`src/fan_supervisor_params.svh`:
```
// Constants for the fan drive fault supervisor: timing figures and levels.
`ifndef FAN_SUPERVISOR_PARAMS_SVH
`define FAN_SUPERVISOR_PARAMS_SVH

// Clock rate in hertz.
`define CLK_HZ 20000000
// Figures in their own units.
`define NOTIFY_DELAY_S 30
`define QUIESCENT_DELAY_MS 600
`define WAKE_DELAY_MS 500
`define RETRY_FIRST_S 5
`define RETRY_STEP_S 5
`define RETRY_MAX_S 25
// Ramp times in tenths of a second (typical figures).
`define RAMP_UP_DS 109
`define RAMP_DOWN_DS 151
// Supply window in tenths of a volt.
`define SUPPLY_MIN_DV 160
`define SUPPLY_MAX_DV 320
// Cycle counts derived from the figures.
`define NOTIFY_CYCLES (`NOTIFY_DELAY_S * `CLK_HZ)
`define QUIESCENT_CYCLES ((`QUIESCENT_DELAY_MS * (`CLK_HZ / 1000)) + 1)
`define WAKE_CYCLES (`WAKE_DELAY_MS * (`CLK_HZ / 1000))
`define RETRY_FIRST_CYCLES (`RETRY_FIRST_S * `CLK_HZ)
`define RETRY_STEP_CYCLES (`RETRY_STEP_S * `CLK_HZ)
`define RETRY_MAX_CYCLES (`RETRY_MAX_S * `CLK_HZ)
`define RAMP_UP_CYCLES ((`RAMP_UP_DS * `CLK_HZ) / 10)
`define RAMP_DOWN_CYCLES ((`RAMP_DOWN_DS * `CLK_HZ) / 10)
// Duty width and full-scale speed value.
`define DUTY_W 8
`define SPEED_MAX 8'hff

`endif

```
`src/fan_supervisor_pkg.sv`:
```
// Types shared by the fan drive fault supervisor.
package fan_supervisor_pkg;

  // Drive modes, one-hot.
  typedef enum logic [3:0] {
    mode_quiescent = 4'b0001,
    mode_active = 4'b0010,
    mode_run = 4'b0100,
    mode_failure = 4'b1000
  } mode_type;

  // Fault inputs from the measurement and power stages.
  typedef struct packed {
    logic over_current;
    logic blocked;
    logic overheated;
    logic overloaded;
    logic volt_meas_defect;
    logic curr_meas_defect;
    logic temp_meas_defect;
    logic rotor_meas_defect;
    logic gate_driver_fail;
  } fault_in_type;

  // Decoded speed command.
  typedef struct packed {
    logic valid;
    logic run;
    logic reverse;
    logic [7:0] speed;
  } command_type;

  // Drive outputs towards the power stage.
  typedef struct packed {
    logic enable;
    logic reverse;
    logic [7:0] speed;
  } drive_out_type;

endpackage : fan_supervisor_pkg

```
`src/fan_drive_fault_supervisor.sv`:
```
// Mode, fault, notification and ramp control of a brushless fan drive.
// What this block does
// - Stop motor when supply leaves operating range.
// - Supply stops never raise fault feedback.
// - Over-current switches drive off into failure.
// - Measurement or gate-driver defects enter failure.
// - Feedback low in quiescent, active, run.
// - Feedback high in failure once the notify delay has run.
// - Feedback returns low when failure clears.
// - Feedback raised no sooner than thirty seconds.
// - Recovery attempted only under valid run request.
// - Leave failure at once when cause ends.
// - Duty is positive logic, high means full.
// - From standstill start in requested direction.
// - Reversal: coast to zero, then restart.
// - Forward ramp up takes about 10.9 s.
// - Ramp down takes about 15.1 s.
// - Backward ramp up takes about 10.9 s.
// - Quiescent after 600 ms at zero duty.
// - Blocked retries 5 s, growing to 25 s.
// - Activation level wakes within 500 ms.
`timescale 1ns/1ps
`default_nettype none
`include "fan_supervisor_params.svh"

module fan_drive_fault_supervisor #(
  parameter int unsigned NOTIFY_CYCLES = `NOTIFY_CYCLES,
  parameter int unsigned QUIESCENT_CYCLES = `QUIESCENT_CYCLES,
  parameter int unsigned WAKE_CYCLES = `WAKE_CYCLES,
  parameter int unsigned RETRY_FIRST_CYCLES = `RETRY_FIRST_CYCLES,
  parameter int unsigned RETRY_STEP_CYCLES = `RETRY_STEP_CYCLES,
  parameter int unsigned RETRY_MAX_CYCLES = `RETRY_MAX_CYCLES,
  parameter int unsigned RAMP_UP_CYCLES = `RAMP_UP_CYCLES,
  parameter int unsigned RAMP_DOWN_CYCLES = `RAMP_DOWN_CYCLES
) (
  // Clock and reset.
  input wire logic clk,
  input wire logic rst_b,
  // Speed command input, already decoded to duty and activation level.
  input wire logic [7:0] command_duty,
  input wire logic command_valid,
  input wire logic command_active_level,
  // Supply voltage in tenths of a volt.
  input wire logic [9:0] supply_dv,
  // Fault inputs.
  input wire fan_supervisor_pkg::fault_in_type faults,
  // Rotor standstill indication.
  input wire logic rotor_stopped,
  // Drive outputs.
  output logic fault_feedback_output,
  output fan_supervisor_pkg::drive_out_type drive,
  output fan_supervisor_pkg::mode_type mode
);

  // ==========================================================================
  // Usage notes
  // ==========================================================================

  // The command input arrives already measured: a front end outside this
  // block turns the line into a duty byte, a validity flag and a flag for
  // the activation level, so no pulse timing is handled here.
  // Reset leaves the drive in the active mode rather than quiescent, so a
  // host that keeps the line at zero duty sends it to sleep after the
  // quiescent delay, just as on a cold start.
  // Only the blocked rotor is retried on a timer; every other failure waits
  // for its cause to go, and the failure mode is then left on the next edge.
  // A blocked rotor that stalls again after being notified raises its feedback at once on
  // re-entering failure, because the notified flag is only cleared once the cause has gone.
  // Supply excursions only hold the drive in the active mode; the speed set
  // point is kept, so the ramp resumes from where it stopped once the supply
  // is back inside its window.
  // The ramp divides the full-scale time into 255 equal steps and drops the
  // remainder, so a ramp may end up to 254 clock cycles early; at the real clock
  // rate that is far below the allowed spread.
  // Every timer is 32 bits wide; the longest delay at 20 MHz needs about
  // thirty bits, which leaves room for a faster clock than the nominal one.

  // ==========================================================================
  // Command decoding
  // ==========================================================================

  // Reverse band sits around 23 percent duty; run starts above the low band.
  localparam logic [7:0] REV_LO = 8'h32;
  localparam logic [7:0] REV_HI = 8'h44;
  localparam logic [7:0] RUN_MIN = 8'h4d;
  localparam logic [7:0] IDLE_MAX = 8'h0d;

  // Classify a duty into run and direction; shared by the state logic.
  function automatic fan_supervisor_pkg::command_type decode_cmd(
    input logic [7:0] duty,
    input logic valid
  );
    fan_supervisor_pkg::command_type c;
    c.valid = valid;
    c.reverse = (duty >= REV_LO) && (duty <= REV_HI);
    c.run = valid && (c.reverse || (duty >= RUN_MIN));
    c.speed = c.reverse ? `SPEED_MAX : duty;
    return c;
  endfunction : decode_cmd

  // ==========================================================================
  // State
  // ==========================================================================

  typedef struct packed {
    fan_supervisor_pkg::mode_type mode;
    logic [31:0] notify_count;
    logic [31:0] idle_count;
    logic [31:0] wake_count;
    logic [31:0] retry_count;
    logic [31:0] retry_limit;
    logic [31:0] ramp_count;
    logic [7:0] speed;
    logic reverse;
    logic coasting;
    logic notified;
    logic fault_out;
  } state_type;

  state_type state;
  state_type next_state;

  fan_supervisor_pkg::command_type cmd;
  logic supply_ok;
  logic hard_fault;
  logic blocked_fault;
  logic any_fault;
  logic [31:0] ramp_period;
  logic [31:0] grown_limit;

  assign cmd = decode_cmd(command_duty, command_valid);
  assign supply_ok = (supply_dv >= 10'(`SUPPLY_MIN_DV)) &&
                     (supply_dv <= 10'(`SUPPLY_MAX_DV));
  // Over-current and internal defects all count as drive failures.
  assign hard_fault = faults.over_current | faults.volt_meas_defect |
                      faults.curr_meas_defect | faults.temp_meas_defect |
                      faults.rotor_meas_defect | faults.gate_driver_fail |
                      faults.overheated | faults.overloaded;
  assign blocked_fault = faults.blocked;
  assign any_fault = hard_fault | blocked_fault;
  // Per-step ramp period: full scale over the whole ramp time.
  assign ramp_period = (drive.speed < cmd.speed) ?
                       32'(RAMP_UP_CYCLES / 255) :
                       32'(RAMP_DOWN_CYCLES / 255);
  assign grown_limit = state.retry_limit + 32'(RETRY_STEP_CYCLES);

  // ==========================================================================
  // Next state
  // ==========================================================================

  // Mode sequencing, delay counting and speed ramp in one pass.
  always_comb
  begin
    next_state = state;
    case (state.mode)
      fan_supervisor_pkg::mode_quiescent:
      begin
        next_state.speed = 8'h00;
        // Wake once the activation level has been seen long enough.
        if (command_active_level)
        begin
          next_state.wake_count = state.wake_count + 32'h1;
          if (state.wake_count >= 32'(WAKE_CYCLES - 1))
          begin
            next_state.mode = fan_supervisor_pkg::mode_active;
            next_state.wake_count = 32'h0;
          end
        end
        else
        begin
          next_state.wake_count = 32'h0;
        end
      end
      fan_supervisor_pkg::mode_active,
      fan_supervisor_pkg::mode_run:
      begin
        // Idle time counts only while the activation level is low and the duty is at most IDLE_MAX.
        if (!command_active_level && command_duty <= IDLE_MAX)
        begin
          next_state.idle_count = state.idle_count + 32'h1;
          if (state.idle_count >= 32'(QUIESCENT_CYCLES - 1))
          begin
            next_state.mode = fan_supervisor_pkg::mode_quiescent;
            next_state.idle_count = 32'h0;
          end
        end
        else
        begin
          next_state.idle_count = 32'h0;
        end
        if (any_fault)
        begin
          next_state.mode = fan_supervisor_pkg::mode_failure;
          next_state.speed = 8'h00;
          next_state.notify_count = 32'h0;
          next_state.retry_count = 32'h0;
          next_state.retry_limit = 32'(RETRY_FIRST_CYCLES);
        end
        else if (state.mode == fan_supervisor_pkg::mode_active)
        begin
          if (cmd.run && supply_ok)
          begin
            next_state.mode = fan_supervisor_pkg::mode_run;
          end
        end
        else if (!cmd.run || !supply_ok)
        begin
          // Supply excursions stop the motor without a failure.
          next_state.mode = fan_supervisor_pkg::mode_active;
        end
      end
      fan_supervisor_pkg::mode_failure:
      begin
        next_state.speed = 8'h00;
        next_state.notify_count = state.notify_count + 32'h1;
        if (state.notify_count >= 32'(NOTIFY_CYCLES - 1))
        begin
          next_state.notified = 1'b1;
          next_state.notify_count = state.notify_count;
        end
        if (!any_fault)
        begin
          // Cause gone: leave immediately and drop the feedback.
          next_state.mode = fan_supervisor_pkg::mode_active;
          next_state.notified = 1'b0;
          next_state.notify_count = 32'h0;
          next_state.retry_count = 32'h0;
        end
        else if (blocked_fault && !hard_fault && cmd.run && supply_ok)
        begin
          // Blocked rotor: spaced restart attempts under a run request.
          next_state.retry_count = state.retry_count + 32'h1;
          if (state.retry_count >= state.retry_limit - 32'h1)
          begin
            next_state.retry_count = 32'h0;
            next_state.mode = fan_supervisor_pkg::mode_run;
            next_state.retry_limit =
              (grown_limit > 32'(RETRY_MAX_CYCLES)) ?
              32'(RETRY_MAX_CYCLES) : grown_limit;
          end
        end
        else
        begin
          next_state.retry_count = 32'h0;
        end
      end
      default:
      begin
        next_state.mode = fan_supervisor_pkg::mode_active;
      end
    endcase

    // Keep the grown retry spacing while a blocked fault recurs in run.
    if (state.mode == fan_supervisor_pkg::mode_run && blocked_fault)
    begin
      next_state.retry_limit = state.retry_limit;
    end

    // Direction change waits for the rotor to coast to standstill.
    if (state.mode == fan_supervisor_pkg::mode_run)
    begin
      if (cmd.reverse != state.reverse)
      begin
        if (rotor_stopped && state.speed == 8'h00)
        begin
          next_state.reverse = cmd.reverse;
          next_state.coasting = 1'b0;
        end
        else
        begin
          next_state.coasting = 1'b1;
          next_state.speed = 8'h00;
        end
      end
      else
      begin
        next_state.coasting = 1'b0;
        next_state.ramp_count = state.ramp_count + 32'h1;
        // A step is due once the count has covered one whole period;
        // comparing the incremented count keeps the period exact.
        if (state.ramp_count + 32'h1 >= ramp_period)
        begin
          next_state.ramp_count = 32'h0;
          if (state.speed < cmd.speed)
          begin
            next_state.speed = state.speed + 8'h01;
          end
          else if (state.speed > cmd.speed)
          begin
            next_state.speed = state.speed - 8'h01;
          end
        end
      end
    end
    else
    begin
      next_state.ramp_count = 32'h0;
      next_state.coasting = 1'b0;
    end

    // Feedback only in failure, after the delay, and never for supply.
    next_state.fault_out = (next_state.mode == fan_supervisor_pkg::mode_failure)
                           && next_state.notified;
  end

  // ==========================================================================
  // State register
  // ==========================================================================

  // Synchronous reset puts the drive in the active mode with no fault shown.
  always_ff @(posedge clk)
  begin
    if (!rst_b)
    begin
      state <= '0;
      state.mode <= fan_supervisor_pkg::mode_active;
      state.retry_limit <= 32'(RETRY_FIRST_CYCLES);
    end
    else
    begin
      state <= next_state;
    end
  end

  // ==========================================================================
  // Outputs
  // ==========================================================================

  assign fault_feedback_output = state.fault_out;
  assign mode = state.mode;
  // Drive is also held off while the requested direction differs from the
  // latched one, so no edge ever pushes the rotor the wrong way.
  assign drive.enable = (state.mode == fan_supervisor_pkg::mode_run) &&
                        !state.coasting && supply_ok &&
                        (cmd.reverse == state.reverse);
  assign drive.reverse = state.reverse;
  assign drive.speed = state.speed;

endmodule : fan_drive_fault_supervisor
`default_nettype wire

```
`config.mk`:
```
export PLATFORM = sky130hd
export DESIGN_NAME = fan_drive_fault_supervisor
export DESIGN_NICKNAME = d
export VERILOG_FILES = /design/src/fan_supervisor_pkg.sv /design/src/fan_drive_fault_supervisor.sv
export VERILOG_INCLUDE_DIRS = /design/src
export SDC_FILE = /design/constraint.sdc
export NUM_CORES = 1
export LEC_CHECK = 0
export BUFFER_PORTS_ARGS = -buffer_cell sky130_fd_sc_hd__buf_4
export CAP_MARGIN = 40
export CORE_MARGIN = 5
export CORE_UTILIZATION = 42
export DETAILED_ROUTE_END_ITERATION = 16
export SLEW_MARGIN = 20
export SYNTH_ARGS = -nofsm -noshare
export SYNTH_HDL_FRONTEND = slang
export SYNTH_SLANG_ARGS = --single-unit
```
`constraint.sdc`:
```
create_clock -name clk -period 15.1 [get_ports clk]
set_clock_uncertainty 0.2 [all_clocks]
set_input_delay 1.51 -clock clk [delete_from_list [all_inputs] [get_ports clk]]
set_output_delay 1.51 -clock clk [all_outputs]
set_load 0.03 [all_outputs]
```
==> results of run 1 <==
-- cell type report --
class / count / area (um^2) / share of cell area
inverters: 33 / 124 / 0.00894
repair buffers: 61 / 465 / 0.0336
well taps: 396 / 495 / 0.0358
flip-flops and latches: 200 / 4000 / 0.289
clock inverters: 14 / 149 / 0.0107
clock buffers: 18 / 429 / 0.0310
multi-input cells: 1317 / 8190 / 0.591
-- Yosys cell counts, types with 10 or more instances --
| master | number | area [um^2] |
|---|---|---|
| a211oi_1 | 12 | 90.1 |
| a21o_1 | 13 | 97.6 |
| a21oi_1 | 94 | 470 |
| a311oi_1 | 11 | 96.3 |
| a31oi_1 | 20 | 125 |
| a32o_1 | 10 | 100 |
| and2_1 | 22 | 138 |
| and3_1 | 49 | 307 |
| and4_1 | 16 | 140 |
| buf_2 | 16 | 80.1 |
| buf_4 | 19 | 143 |
| clkbuf_1 | 70 | 263 |
| dfxtp_1 | 200 | 4000 |
| ha_1 | 54 | 676 |
| inv_1 | 32 | 120 |
| nand2_1 | 154 | 578 |
| nand2b_1 | 12 | 75.1 |
| nand3_1 | 102 | 510 |
| nand3b_1 | 16 | 120 |
| nand4_1 | 40 | 250 |
| nor2_1 | 188 | 706 |
| nor2b_1 | 15 | 93.8 |
| nor3_1 | 69 | 345 |
| nor4_1 | 25 | 156 |
| o211a_1 | 11 | 110 |
| o211ai_1 | 13 | 97.6 |
| o21ai_0 | 74 | 370 |
| o31ai_1 | 10 | 75.1 |
| or3_1 | 24 | 150 |
| or4_1 | 10 | 75.1 |
| xnor2_1 | 54 | 473 |
| xor2_1 | 52 | 455 |
-- cell families (layout without fill, tap and decap cells) --
logic type	after synthesis	count (layout)	synth area share
and+or+nand+nor	781	781	0.310
AOI/OAI and AO/OA	372	372	0.198
DFF	200	200	0.313
buffers and inverters	145	126	0.0511
xor gates and xnor gates	106	106	0.0725
adders and majority gates	54	54	0.0527
muxes	4	4	0.00322
-- metrics by stage --
step | instances | utilization | area, um^2 | worst slack [ns] | total power [mW]
after global placement | 2004 | 0.436 | 13200 | 7.92 | 0.637
after CTS | 2037 | 0.456 | 13800 | 8.25 | 1.10
after floorplan | 1662 | - | 12800 | 8.92 | 0.605
final | 2039 | 0.456 | 13900 | 8.47 | 1.09
after global routing | 2039 | 0.456 | 13900 | 8.04 | 1.13
after detailed placement | 2005 | 0.437 | 13300 | 7.78 | 0.638
-- power breakdown --
group          switching [mW]  leakage, nW  internal [mW]  total (mW)
combinational          0.0627         2.97         0.0279      0.0906
clock                   0.237        0.281          0.223       0.460
sequential            0.00601         1.61          0.530       0.536
-- routing by layer --
| layer | wire [um] | up-vias | global-route usage | share of wire |
|---|---|---|---|---|
| li1 | - | 5993 | - | - |
| met1 | 16300 | 5628 | 0.273 | 0.49 |
| met2 | 15000 | 280 | 0.313 | 0.45 |
| met3 | 1470 | 31 | 0.0312 | 0.044 |
| met4 | 346 | 0 | 0.0405 | 0.010 |
| met5 | 0 | - | 0 | 0 |
-- registers in the layout, indices dropped and copies added (netlist names) --
| signal | flops |
|---|---|
| state | 186 |
| drive | 9 |
| mode | 4 |
| fault_feedback_output | 1 |
-- path summary, 6_finish.rpt --
check             slack (ns)  depth (start not counted)                    end
setup / recovery        8.47                         23              state[23]
hold / removal          0.26                          2              state[43]
setup reg to reg        9.77                         14  fault_feedback_output
hold reg to reg         0.26                          2              state[43]
-- worst max-delay path: cells and delay by family --
| kind | cells | cell delay (ns) |
|---|---|---|
| compound gates | 9 | 1.56 |
| buf+inv | 3 | 0.92 |
| fa+ha+maj | 2 | 0.65 |
| simple gates | 9 | 2.14 |
==> results.sh, run 1 <==
export IMPL_vias=11900
export IMPL_ios=47
export IMPL_fillers=2992
export IMPL_dieArea_mm2=0.0341
export IMPL_cts_resized_gates=0
export IMPL_async_flop_share=0
export IMPL_ys_seq_elements=200
export IMPL_viasPerCell=5.85
export IMPL_path_clk_slew_ns=0.08
export IMPL_core_area_mm2=0.0303
export IMPL_grt_pass1_vias=11100
export IMPL_cap_violations=0
export IMPL_drc=0
export IMPL_grt_usage=0.193
export IMPL_worst_pin_slew_ns=0.836
export IMPL_crit_arrival_ns=6.81
export IMPL_start_kind="primary input"
export IMPL_crit_chain="buf_4 > nor4b_1 > a2bb2oi_1 > nor2_1 > buf_4 > nor2_1 > ha_1 > nor2b_1 > o21a_1 > o21a_1 > o21bai_1 > nand2_1 > inv_1 > ha_1 > nand3_1 > a21oi_1 > a2111oi_0 > a211o_1 > nor3b_1 > o21ai_2 > nand2_1 > nor2_2 > a32o_1"
export IMPL_startpoint="command_duty[4]"
export IMPL_critPathKind="in2reg"
export IMPL_fmax_ghz=0.151
export IMPL_p_leak_nw=4.86
export IMPL_routedWlPerCell_um=16.3
export IMPL_most_common_layout_cells="200 x dfxtp_1, 188 x nor2_1, 154 x nand2_1"
export IMPL_finalSetupTns_ns=0
export IMPL_routabilityCongestion=0.860
export IMPL_antenna_found_initial=0
export IMPL_num_antenna_cells=0
export IMPL_numCtsBuffers=17
export IMPL_synth_edff_count=0
export IMPL_drtIter0Drc=867
export IMPL_fin_hold_ws_ns=0.261
export IMPL_rsz0062_at_grt="no"
export IMPL_layout_min_cycle_time_ns=6.63
export IMPL_chipHeight_um=185
export IMPL_required_ns=15.28
export IMPL_final_common_cell="dfxtp_1"
export IMPL_postCtsHoldBufs=0
export IMPL_yosysUniqueCellTypes=87
export IMPL_clock_path_buffers=2
export IMPL_die_w_um=185
export IMPL_fin_nets=1716
export IMPL_crit_path_max_fanout=18
export IMPL_max_slew_margin_rel=0.434
export IMPL_hold_class="reg2reg"
export IMPL_grt_pass1_wl_mm=55.4
export IMPL_setup_viol=0
export IMPL_std_cell_rows=64
export IMPL_finalHoldViolations=0
export IMPL_overflow=0
export IMPL_power_density_mw_per_mm2=78.4
export IMPL_post_cts_setup_buffers=0
export IMPL_drtAntennaViolNets=0
export IMPL_r2r_start="state[57]"
export IMPL_report_final_slew_viol_count=0
export IMPL_synth_warnings=0
export IMPL_synth_cells=1662
export IMPL_routed_wl_mm=33.2
export IMPL_grt_max_degree=46
export IMPL_start_util=0.422
export IMPL_portBuffers=46
export IMPL_critical_path_slowest_cell="inv_1"
export IMPL_area_growth_pct=8.11
export IMPL_synth_net_count=1748
export IMPL_status="finished clean"
export IMPL_drive_gt1_frac=0.0816
export IMPL_firstDrtPassIters=7
export IMPL_tritoncts="built"
export IMPL_clk_latency_ns=0.44
export IMPL_cts_htree_levels=4
export IMPL_syn_area_per_cell_um2=7.71
export IMPL_yosysSeqAreaShare=0.313
export IMPL_min_from="state[43]"
export IMPL_finalCritPeriodShare=0.439
export IMPL_cp_end_kind="register"
export IMPL_irDropWorstVdd_mv=0.0717
export IMPL_root_buffer="clkbuf_16"
export IMPL_clock_sinks=200
export IMPL_cpPeakStageDelay_ns=0.58
export IMPL_hpwl_mm=23.4
export IMPL_syn_area_mm2=0.0128
export IMPL_ys_flop_type="dfxtp_1"
(Power assumes the default switching activity.)
==> inputs of run 2 (changes only) <==
--- a/config.mk
+++ b/config.mk
@@ -6,6 +6,7 @@
 export SDC_FILE = /design/constraint.sdc
 export NUM_CORES = 1
 export LEC_CHECK = 0
+export ABC_AREA = 1
 export BUFFER_PORTS_ARGS = -buffer_cell sky130_fd_sc_hd__buf_4
 export CAP_MARGIN = 40
 export CORE_MARGIN = 5
==> constraint.sdc (replaced) <==
create_clock -name clk -period 5.81 [get_ports clk]
set_clock_uncertainty 0.2 [all_clocks]
set_input_delay 0.581 -clock clk [delete_from_list [all_inputs] [get_ports clk]]
set_output_delay 0.581 -clock clk [all_outputs]
set_load 0.03 [all_outputs]
==> run 2 against run 1 <==
Compared with the run above:
- critical path depth grew 1
- die area grew 5.5%
- total power grew to 3.0 times the previous value
- sequential power grew to 2.8 times the previous value
- via count grew 12%
==> results.sh, run 2 <==
export IMPL_synth_most_common_cell="nand2_1"
export IMPL_cts_resized_gates=0
export IMPL_report_final_slew_viol_count=0
export IMPL_grt_usage=0.201
export IMPL_synth_cells=2132
export IMPL_critPathBufInv=7
export IMPL_cts_htree_levels=4
export IMPL_ys_seq_elements=200
export IMPL_required_ns=5.91
export IMPL_tritoncts="built"
export IMPL_yosysUniqueCellTypes=58
export IMPL_finalCritPeriodShare=0.863
export IMPL_cap_violations=0
export IMPL_synthMuxAreaShare=0
export IMPL_grt_pass1_vias=12500
export IMPL_placed_area_mm2=0.0141
export IMPL_fmax_ghz=0.199
export IMPL_finalHoldViolations=0
export IMPL_synthTopCellsByArea="dfxtp_1 30%, nand2_1 15%, nor2_1 8.1%"
export IMPL_synth_xor_area_frac=0.0685
export IMPL_portBuffers=46
export IMPL_hpwl_mm=26.9
export IMPL_routedWlPerCell_um=14.0
export IMPL_final_common_cell="nand2_1"
export IMPL_overflow=0
export IMPL_die_w_um=190
export IMPL_cp_end_kind="register"
export IMPL_final_area_mm2=0.0148
export IMPL_vias=13300
export IMPL_yosysSeqAreaShare=0.295
export IMPL_ios=47
export IMPL_synthSimpleGateAreaFrac=0.392
export IMPL_status="finished clean"
export IMPL_num_antenna_cells=0
export IMPL_crit_path_max_fanout=17
export IMPL_irDropWorstVdd_mv=0.215
export IMPL_std_cell_rows=65
export IMPL_synth_warnings=0
export IMPL_antenna_found_initial=1
export IMPL_cpPeakStageDelay_ns=0.62
export IMPL_critPathKind="reg2reg"
export IMPL_numCtsBuffers=17
export IMPL_drc=0
export IMPL_cp_common_cell="inv_1"
export IMPL_p_leak_nw=5.78
export IMPL_viasPerCell=5.24
export IMPL_chipHeight_um=190
export IMPL_drtIter0Drc=930
export IMPL_synth_top_cells_by_count="557 x nand2_1, 292 x nor2_1, 209 x inv_1, 200 x dfxtp_1, 128 x nand3_1"
export IMPL_clk_latency_ns=0.45
export IMPL_ys_flop_type="dfxtp_1"
export IMPL_start_kind="register"
export IMPL_synth_net_count=2218
export IMPL_most_common_layout_cells="557 x nand2_1, 292 x nor2_1, 208 x inv_1"
export IMPL_grt_pass1_wl_mm=61.0
export IMPL_finalSetupTns_ns=0
export IMPL_layout_min_cycle_time_ns=5.01
export IMPL_drtAntennaViolNets=0
export IMPL_root_buffer="clkbuf_16"
export IMPL_max_slew_margin_rel=0.458
export IMPL_synth_edff_count=0
export IMPL_routabilityCongestion=0.880
export IMPL_rsz0062_at_grt="no"
export IMPL_path_delay_family="simple AND/OR/NAND/NOR gates"
export IMPL_start_util=0.428
export IMPL_largest_reg_flops=186
export IMPL_async_flop_share=0
export IMPL_synth_top_family_by_area="simple AND/OR/NAND/NOR gates"
export IMPL_crit_chain="inv_1 > ha_1 > inv_1 > nor3_1 > inv_1 > nor2_1 > inv_1 > nor4_1 > nand2_1 > nor3_1 > nand4_1 > xor2_1 > ha_1 > nand2_1 > inv_1 > nand2_1 > nor4b_1 > nand3_1 > nand2_1 > inv_1 > nand3_1 > inv_1 > o21ai_2 > nor3b_1"
export IMPL_routed_wl_mm=35.7
export IMPL_clock_path_buffers=2
export IMPL_core_area_mm2=0.0317
export IMPL_fin_nets=2220
export IMPL_syn_area_per_cell_um2=6.36
export IMPL_clock_sinks=200
export IMPL_synth_top_area_cell="dfxtp_1"
export IMPL_path_clk_slew_ns=0.08
export IMPL_power_density_mw_per_mm2=224
export IMPL_top_register="state"
export IMPL_syn_area_mm2=0.0136
export IMPL_worst_pin_slew_ns=0.811
export IMPL_post_cts_setup_buffers=0
export IMPL_hold_class="reg2reg"
export IMPL_synth_top_cell_area_share=0.295
export IMPL_fillers=3303
export IMPL_multiInputGateArea_mm2=0.00830
export IMPL_area_growth_pct=8.83
export IMPL_crit_arrival_ns=5.11
export IMPL_grt_max_degree=74
export IMPL_drive_gt1_frac=0.0750
export IMPL_synth_compound_area_frac=0.102
export IMPL_ff_latch_area_mm2=0.00400
export IMPL_synthAdderAreaFrac=0.0498
export IMPL_setup_viol=0
export IMPL_postCtsHoldBufs=0
export IMPL_firstDrtPassIters=5
export IMPL_critical_path_slowest_cell="o21ai_2"
export IMPL_dieArea_mm2=0.0360
## run 2: changes by cell type after synthesis, moves of 23 or more
| cell | previous run | this run |
|---|---|---|
| inv_1 | 32 | 209 |
| xnor2_1 | 54 | 26 |
| a21oi_1 | 94 | 124 |
| clkbuf_1 | 70 | 30 |
| nor2_1 | 188 | 292 |
| nand3_1 | 102 | 128 |
| nand2_1 | 154 | 557 |
| xor2_1 | 52 | 80 |
| and3_1 | 49 | 3 |
| or3_1 | 24 | 1 |
## run 2: stage by stage
step            util  total power [mW]  std cells  hold slack, ns  setup WS (ns)
2_1_floorplan      -              1.92       2132           0.218           1.74
3_3_place_gp   0.444              2.08       2515           0.227          0.950
3_5_place_dp   0.445              2.09       2516           0.230          0.789
4_1_cts        0.464              3.34       2548           0.235          0.751
5_1_grt        0.465              3.48       2549           0.262          0.148
6_report       0.465              3.30       2549           0.240          0.796
## run 2: cell type report
class | instances | share of cell area
tap | 402 | 0.0341
inverter | 233 | 0.0593
timing repair buffer | 57 | 0.0317
sequential | 200 | 0.271
multi-input combinational | 1625 | 0.562
clock inverter | 14 | 0.0119
clock buffer | 18 | 0.0298
## run 2: worst reg2reg max path, stage by stage, from the launching register on
cell,delay [ns]
dfxtp_1,0.37
inv_1,0.13
ha_1,0.20
inv_1,0.07
nor3_1,0.14
inv_1,0.08
nor2_1,0.20
inv_1,0.11
nor4_1,0.28
nand2_1,0.18
nor3_1,0.28
nand4_1,0.15
xor2_1,0.17
ha_1,0.27
nand2_1,0.08
inv_1,0.08
nand2_1,0.05
nor4b_1,0.29
nand3_1,0.11
nand2_1,0.16
inv_1,0.15
nand3_1,0.23
inv_1,0.17
o21ai_2,0.62
nor3b_1,0.10
## run 2: power by group
part	internal (mW)	leakage (nW)	switching, mW
sequential	1.41	1.62	0.0677
clock	0.634	0.298	0.607
combinational	0.167	3.86	0.414
total	2.21	5.78	1.09
## run 2: final timing paths
kind,slack [ns],startpoint,cells past startpoint,to
worst max register to register,0.80,state[52],24,state[106]
worst min-delay path,0.24,state[134],2,state[134]
worst min register to register,0.24,state[134],2,state[134]
worst max-delay path,0.80,state[52],24,state[106]
## run 2: cells by family after synthesis
kind of cell,Yosys count
compound gates,253
xor+xnor,106
fa+ha+maj,54
buf+inv,307
flops,200
simple gates,1212
## run 2: metal layers
layer,vias up,GRT usage,part of all wire
met1,6087,0.281,0.49
met2,285,0.329,0.45
li1,6942,-,-
met5,-,0,0.00031
met3,30,0.0301,0.049
met4,2,0.0426,0.013
